$ cat config.mk
export PLATFORM = sky130hd
export DESIGN_NAME = imp_datapath
export DESIGN_NICKNAME = d
export VERILOG_FILES = /design/src/hw/imp_datapath.v /design/src/hw/imp_mult24.v
export VERILOG_INCLUDE_DIRS = /design/src /design/src/common
export SDC_FILE = /design/constraint.sdc
export NUM_CORES = 2
export LEC_CHECK = 0
export BUFFER_PORTS_ARGS = -buffer_cell sky130_fd_sc_hd__buf_2
export CAP_MARGIN = 20
export CORE_MARGIN = 2
export CORE_UTILIZATION = 50
export DETAILED_ROUTE_END_ITERATION = 6
export GPL_TIMING_DRIVEN = 0
export PLACE_DENSITY = 0.7
export REMOVE_ABC_BUFFERS = 1
export SLEW_MARGIN = 0
export SYNTH_ARGS = -nofsm -noshare
export SYNTH_HDL_FRONTEND = slang
export SYNTH_HIERARCHICAL = 1
export SYNTH_SLANG_ARGS = --single-unit
$ cat constraint.sdc
create_clock -name clk -period 1 [get_ports clk]
set_input_delay 0.15 -clock clk [delete_from_list [all_inputs] [get_ports clk]]
set_output_delay 0.15 -clock clk [all_outputs]
set_load 0.01 [all_outputs]
$ cat src/common/imp_defs.vh
`ifndef IMP_DEFS_VH
`define IMP_DEFS_VH
// instruction forms
`define IMP_FORM_MPY3     3'h0
`define IMP_FORM_MPY_ADD  3'h1
`define IMP_FORM_MPY_SUB  3'h2
`define IMP_FORM_MPY_STO  3'h3
`define IMP_FORM_NEGATE_WITH_BORROW     3'h4
// three-operand mode field values
`define IMP_T_REG_REG     2'h0
`define IMP_T_IND_REG     2'h1
`define IMP_T_REG_IND     2'h2
`define IMP_T_IND_IND     2'h3
// general mode field values
`define IMP_G_REG         2'h0
`define IMP_G_DIRECT      2'h1
`define IMP_G_INDIRECT    2'h2
`define IMP_G_IMMEDIATE   2'h3
// parallel routing field values
`define IMP_P_0           2'h0
`define IMP_P_1           2'h1
`define IMP_P_2           2'h2
`define IMP_P_3           2'h3
// register limits
`define IMP_REG_MAX       5'h1b
`define IMP_PAR_REG_MAX   5'h07
// product destinations and sum destinations
`define IMP_PROD_DEST0    5'h00
`define IMP_SUM_DEST0     5'h02
// field positions
`define IMP_OPND_MSB      23
`define IMP_RES_MSB       31
`define IMP_PROD_MSB      47
// reset values
`define IMP_RST_WORD      32'h0000_0000
`define IMP_RST_IDX       5'h00
`endif

$ cat src/hw/imp_datapath.v
`include "imp_defs.vh"
`default_nettype none
module imp_datapath (
  // clock and reset
  input  wire        clk,
  input  wire        arst_n,
  // instruction issue
  input  wire        issue,
  input  wire [2:0]  form,
  input  wire [1:0]  mode,
  input  wire        product_dest_select,
  input  wire        sum_dest_select,
  input  wire [4:0]  dst_idx,
  input  wire [4:0]  src1_idx,
  input  wire [4:0]  src2_idx,
  input  wire [4:0]  src3_idx,
  input  wire [4:0]  src4_idx,
  // operand values sampled at start of execute
  input  wire [31:0] src1_reg,
  input  wire [31:0] src2_reg,
  input  wire [31:0] src3_reg,
  input  wire [31:0] src4_reg,
  input  wire [31:0] mem_a,
  input  wire [31:0] mem_b,
  input  wire [31:0] gen_direct,
  input  wire [31:0] gen_immediate,
  // status in
  input  wire        overflow_mode_bit,
  input  wire        carry_in,
  input  wire        latched_overflow_in,
  input  wire        latched_underflow_in,
  // register write results
  output reg         wr1_en,
  output reg  [4:0]  wr1_idx,
  output reg  [31:0] wr1_data,
  output reg         wr2_en,
  output reg  [4:0]  wr2_idx,
  output reg  [31:0] wr2_data,
  // store to memory
  output reg         store_en,
  output reg  [31:0] store_data,
  // status out
  output reg         flags_valid,
  output reg         neg_flag,
  output reg         zero_flag,
  output reg         overflow_flag,
  output reg         carry_flag,
  output reg         underflow_flag,
  output reg         latched_overflow_flag,
  output reg         latched_underflow_flag,
  output reg         bad_operands
);
  // ----------------------------------------------------------------
  // operand selection
  // ----------------------------------------------------------------
  reg  [31:0] mul_a;
  reg  [31:0] mul_b;
  reg  [31:0] as_a;
  reg  [31:0] as_b;
  reg  [31:0] neg_src;
  reg         legal;
  wire [31:0] prod_low;
  wire        prod_ovf;
  // indirect operands come from memory ports a and b in order
  always @* begin
    mul_a   = src1_reg;
    mul_b   = src2_reg;
    as_a    = src1_reg;
    as_b    = src2_reg;
    neg_src = src1_reg;
    legal   = 1'b1;
    case (form)
      `IMP_FORM_MPY3: begin
        case (mode)
          `IMP_T_REG_REG: begin
            mul_a = src1_reg;
            mul_b = src2_reg;
          end
          `IMP_T_IND_REG: begin
            mul_a = mem_a;
            mul_b = src2_reg;
          end
          `IMP_T_REG_IND: begin
            mul_a = src1_reg;
            mul_b = mem_b;
          end
          default: begin
            mul_a = mem_a;
            mul_b = mem_b;
          end
        endcase
        legal = (dst_idx <= `IMP_REG_MAX) &&
                (mode[0] || src1_idx <= `IMP_REG_MAX) &&
                (mode[1] || src2_idx <= `IMP_REG_MAX);
      end
      `IMP_FORM_MPY_ADD, `IMP_FORM_MPY_SUB: begin
        // mem_a and mem_b are the indirect operands
        case (mode)
          `IMP_P_0: begin
            mul_a = mem_a;
            mul_b = mem_b;
            as_a  = src1_reg;
            as_b  = src2_reg;
          end
          `IMP_P_1: begin
            mul_a = mem_a;
            mul_b = src1_reg;
            as_a  = mem_b;
            as_b  = src2_reg;
          end
          `IMP_P_2: begin
            mul_a = src1_reg;
            mul_b = src2_reg;
            as_a  = mem_a;
            as_b  = mem_b;
          end
          default: begin
            mul_a = mem_a;
            mul_b = src1_reg;
            as_a  = src2_reg;
            as_b  = mem_b;
          end
        endcase
        legal = (src1_idx <= `IMP_PAR_REG_MAX) &&
                (src2_idx <= `IMP_PAR_REG_MAX);
      end
      `IMP_FORM_MPY_STO: begin
        // memory read value is taken before the store lands
        mul_a = src1_reg;
        mul_b = mem_a;
        legal = (src1_idx <= `IMP_PAR_REG_MAX) &&
                (src3_idx <= `IMP_PAR_REG_MAX) &&
                (dst_idx  <= `IMP_PAR_REG_MAX);
      end
      `IMP_FORM_NEGATE_WITH_BORROW: begin
        case (mode)
          `IMP_G_REG:      neg_src = src1_reg;
          `IMP_G_DIRECT:   neg_src = gen_direct;
          `IMP_G_INDIRECT: neg_src = mem_a;
          default:         neg_src = gen_immediate;
        endcase
        legal = (dst_idx <= `IMP_REG_MAX) &&
                (mode != `IMP_G_REG || src1_idx <= `IMP_REG_MAX);
      end
      default: legal = 1'b0;
    endcase
  end

  // ----------------------------------------------------------------
  // arithmetic
  // ----------------------------------------------------------------
  imp_mult24 u_imp_mult24 (
    .a   (mul_a),
    .b   (mul_b),
    .low (prod_low),
    .ovf (prod_ovf)
  );

  wire [32:0] sum_w;
  wire [32:0] dif_w;
  wire [32:0] negate_with_borrow_w;
  wire        sum_ovf;
  wire        dif_ovf;
  wire        negate_with_borrow_ovf;
  wire [31:0] prod_sat;
  wire [31:0] sum_res;
  wire [31:0] negate_with_borrow_res;
  wire [31:0] sat_pos;
  wire [31:0] sat_neg;
  assign sat_pos = 32'h7fff_ffff;
  assign sat_neg = 32'h8000_0000;
  // product and add/sub side evaluated in the same cycle
  assign sum_w   = {as_a[31], as_a} + {as_b[31], as_b};
  assign dif_w   = {as_a[31], as_a} - {as_b[31], as_b};
  assign negate_with_borrow_w  = 33'h0_0000_0000 - {neg_src[31], neg_src}
                   - {32'h0000_0000, carry_in};
  // unsigned view of the same subtraction yields the borrow
  wire [32:0] negate_with_borrow_bw;
  assign negate_with_borrow_bw = 33'h0_0000_0000 - {1'b0, neg_src}
                   - {32'h0000_0000, carry_in};
  assign sum_ovf  = sum_w[32] != sum_w[31];
  assign dif_ovf  = dif_w[32] != dif_w[31];
  assign negate_with_borrow_ovf = negate_with_borrow_w[32] != negate_with_borrow_w[31];
  // saturate toward the true sign when overflow mode is on
  assign prod_sat = (overflow_mode_bit && prod_ovf) ?
                    ((mul_a[23] ^ mul_b[23]) ? sat_neg : sat_pos) :
                    prod_low;
  wire [32:0] as_w;
  wire        as_ovf;
  assign as_w    = (form == `IMP_FORM_MPY_SUB) ? dif_w : sum_w;
  assign as_ovf  = (form == `IMP_FORM_MPY_SUB) ? dif_ovf : sum_ovf;
  assign sum_res = (overflow_mode_bit && as_ovf) ?
                   (as_w[32] ? sat_neg : sat_pos) : as_w[31:0];
  assign negate_with_borrow_res = (overflow_mode_bit && negate_with_borrow_ovf) ?
                    (negate_with_borrow_w[32] ? sat_neg : sat_pos) : negate_with_borrow_w[31:0];

  // ----------------------------------------------------------------
  // next state of result and status outputs
  // ----------------------------------------------------------------
  reg        next_wr1_en;
  reg [4:0]  next_wr1_idx;
  reg [31:0] next_wr1_data;
  reg        next_wr2_en;
  reg [4:0]  next_wr2_idx;
  reg        next_store_en;
  reg        next_n;
  reg        next_z;
  reg        next_v;
  reg        next_c;
  reg        any_ovf;
  always @* begin
    next_wr1_en   = 1'b0;
    next_wr1_idx  = dst_idx;
    next_wr1_data = prod_sat;
    next_wr2_en   = 1'b0;
    next_wr2_idx  = `IMP_SUM_DEST0;
    next_store_en = 1'b0;
    next_n        = 1'b0;
    next_z        = 1'b0;
    next_v        = 1'b0;
    next_c        = carry_in;
    any_ovf       = 1'b0;
    if (issue && legal) begin
      next_wr1_en = 1'b1;
      case (form)
        `IMP_FORM_MPY3, `IMP_FORM_MPY_STO: begin
          next_n        = prod_sat[31];
          next_z        = (prod_sat == 32'h0000_0000);
          next_v        = prod_ovf;
          any_ovf       = prod_ovf;
          next_store_en = (form == `IMP_FORM_MPY_STO);
        end
        `IMP_FORM_MPY_ADD, `IMP_FORM_MPY_SUB: begin
          next_wr1_idx = `IMP_PROD_DEST0 +
                         {4'h0, product_dest_select};
          next_wr2_en  = 1'b1;
          next_wr2_idx = `IMP_SUM_DEST0 +
                         {4'h0, sum_dest_select};
          next_v       = prod_ovf | as_ovf;
          any_ovf      = prod_ovf | as_ovf;
        end
        default: begin
          next_wr1_data = negate_with_borrow_res;
          next_n        = negate_with_borrow_res[31];
          next_z        = (negate_with_borrow_res == 32'h0000_0000);
          next_v        = negate_with_borrow_ovf;
          next_c        = negate_with_borrow_bw[32];
          any_ovf       = negate_with_borrow_ovf;
        end
      endcase
    end
  end

  // ----------------------------------------------------------------
  // single execute cycle register stage
  // ----------------------------------------------------------------
  // sources were sampled this cycle, writes appear at its end
  always @(posedge clk or negedge arst_n) begin
    if (!arst_n) begin
      wr1_en                 <= 1'b0;
      wr1_idx                <= `IMP_RST_IDX;
      wr1_data               <= `IMP_RST_WORD;
      wr2_en                 <= 1'b0;
      wr2_idx                <= `IMP_RST_IDX;
      wr2_data               <= `IMP_RST_WORD;
      store_en               <= 1'b0;
      store_data             <= `IMP_RST_WORD;
      flags_valid            <= 1'b0;
      neg_flag               <= 1'b0;
      zero_flag              <= 1'b0;
      overflow_flag          <= 1'b0;
      carry_flag             <= 1'b0;
      underflow_flag         <= 1'b0;
      latched_overflow_flag  <= 1'b0;
      latched_underflow_flag <= 1'b0;
      bad_operands           <= 1'b0;
    end else begin
      wr1_en         <= next_wr1_en;
      wr1_idx        <= next_wr1_idx;
      wr1_data       <= next_wr1_data;
      wr2_en         <= next_wr2_en;
      wr2_idx        <= next_wr2_idx;
      wr2_data       <= sum_res;
      store_en       <= next_store_en;
      store_data     <= src3_reg;
      flags_valid    <= issue && legal;
      neg_flag       <= next_n;
      zero_flag      <= next_z;
      overflow_flag  <= next_v;
      carry_flag     <= next_c;
      underflow_flag <= 1'b0;
      latched_overflow_flag  <= latched_overflow_in |
                                any_ovf;
      latched_underflow_flag <= latched_underflow_in;
      bad_operands   <= issue && !legal;
    end
  end
endmodule // imp_datapath
`default_nettype wire

$ cat src/hw/imp_mult24.v
`include "imp_defs.vh"
`default_nettype none
// signed 24x24 multiply, low word and overflow
module imp_mult24 (
  // operands
  input  wire [31:0] a,
  input  wire [31:0] b,
  // results
  output wire [31:0] low,
  output wire        ovf
);
  wire signed [47:0] sa;
  wire signed [47:0] sb;
  wire signed [47:0] prod;
  // sign-extend so the product is formed at full width
  assign sa   = {{24{a[`IMP_OPND_MSB]}}, a[`IMP_OPND_MSB:0]};
  assign sb   = {{24{b[`IMP_OPND_MSB]}}, b[`IMP_OPND_MSB:0]};
  // full signed product of low 24 bits
  assign prod = sa * sb;
  assign low  = prod[`IMP_RES_MSB:0];
  // upper 16 bits must all copy bit 31
  assign ovf  = (prod[`IMP_PROD_MSB:32] !=
                 {16{prod[`IMP_RES_MSB]}});
endmodule // imp_mult24
`default_nettype wire

==> results.json <==
{
  "status": "finished, violations left",
  "violations": "design-rule violations, negative hold slack, negative setup slack",
  "cp_slowest_cell": "mux2i_2",
  "first_pass_iters": 7,
  "clock_sinks": 113,
  "wire_per_inst_um": 26.6,
  "antenna_found_initial": 26,
  "drc": 478,
  "die_h_um": 268,
  "critPathMaxStageDelay_ps": 820,
  "dieArea_sq_mm": 0.0720,
  "cp_common_cell": "fa_1",
  "placed_area_sq_mm": 0.0379,
  "post-dp-hpwl_um": 92600,
  "netlist_area_sq_mm": 0.0349,
  "yosysWarnings": 6,
  "core_area_sq_mm": 0.0688,
  "drt.antenna.violating_nets": 0,
  "grt_start_max_net_pins": 76,
  "fmax_mhz": 87.0,
  "netlist_instances": 4137,
  "io_pins": 413,
  "vias_per_cell": 6.25,
  "whs_ps": -286,
  "grt_pass1_vias": 33800,
  "grt_use_total": 0.383,
  "rows": 96,
  "slew_headroom": 0.212,
  "end_kind": "flop",
  "grt_pass1_wl_um": 205000,
  "crit_fanout": 8,
  "cts_inserted_buffers": 17,
  "finalHoldViolCount": 38,
  "startpoint_type": "input port",
  "period_share": 11.5,
  "clockBufferDepth": 2,
  "clk_pin_slew_ps": 60,
  "rsz0062_at_grt": "yes",
  "drtIter0Drc": 5406,
  "setup_viol_count_final": 193,
  "max_cap_viol_count": 0,
  "worstPathRequired_ps": 1290,
  "tightest_slew_ps": 1180,
  "layout_min_cycle_time_ps": 11500,
  "final_cell_area_sq_mm": 0.0434,
  "final_net_count": 5727,
  "globalplace.congestion": 0.958,
  "port_buffers": 364,
  "worstSetupPathType": "in -> reg",
  "crit_arrival_ps": 11790,
  "htree_levels": 4,
  "vias": 34800,
  "start_util": 0.507,
  "grt.overflow.total": 0,
  "layout-drive-gt1-share": 0.225,
  "final_common_cell": "inv_1",
  "place_ws_ps": -14090,
  "die_x_um": 268,
  "finalWirelength_um": 148000,
  "area_growth_pct": 24.4,
  "cts_tree": "done",
  "finalWorstSetupSlack_ps": -10500,
  "hold_buffers": 39,
  "avgSynthCellArea_sq_um": 8.44,
  "ctsRootBufferMaster": "clkbuf_16",
  "maxSlewViolCount": 0,
  "min_path_type": "in -> async",
  "final_cell_mix": "inv_1, fa_1, nand2_1, buf_2, and2_1"
}
layout make-up:
type	instances	area [sq um]
multi-input combinational	3121	30600
fill	5581	25400
timing repair buffer	650	5560
sequential	113	2830
inverter	691	2640
tap	931	1160
clock buffer	18	439
clock inverter	14	178
antenna	29	72.6
sequential cells by signal, summed over array words and instances (netlist names):
signal	cells
flags_valid	1
wr2_data	32
store_en	1
overflow_flag	1
neg_flag	1
wr2_idx	2
latched_underflow_flag	1
carry_flag	1
wr1_data	32
store_data	32
wr1_idx	5
bad_operands	1
latched_overflow_flag	1
zero_flag	1
wr2_en	1
worst max-delay path, delay by kind of cell:
family | cells | cell delay (ps)
adder cells (fa/ha/maj) | 8 | 3880
AND/OR/NAND/NOR | 13 | 3290
AO/OA/AOI/OAI | 8 | 2020
multiplexers | 2 | 1210
buffers and inverters | 9 | 1030
XOR/XNOR | 1 | 150
metrics by stage:
stage	util	setup TNS [ps]	hold slack, ps	std cells
finish	0.631	-547210	-286	5567
global route	0.631	-559870	-262	5561
CTS	0.611	-490150	-282	5472
detailed placement	0.551	-687760	177	5241
global placement	0.537	-1216230	257	5201
floorplan	-	-516440	-146	3906
routing by layer:
layer / GRT usage / wire (um) / vias up
li1: - / - / 14300
met2: 0.586 / 64200 / 2667
met5: 0.00811 / 244 / -
met1: 0.445 / 49700 / 17000
met4: 0.285 / 13900 / 15
met3: 0.132 / 19800 / 867
path summary, 6_finish.rpt:
check | endpoint | slack (ps) | cells after the start | startpoint
setup / recovery | zero_flag | -10500 | 41 | mode[1]
hold / removal | wr2_data[1] | -290 | 1 | arst_n
max in group asynchronous | store_data[20] | 490 | 2 | arst_n
min in group clk | wr1_idx[4] | 50 | 2 | dst_idx[4]
repair_timing:
action,4_1_cts,5_1_grt
hold endpoints to repair,76,38
gates cloned,31,5
pin swaps,88,79
setup endpoints to repair,193,193
resized for setup,316,192
setup buffers,129,75
Power is not shown: default switching activity piles up to over one toggle a cycle in this logic, so the estimate is an artifact.
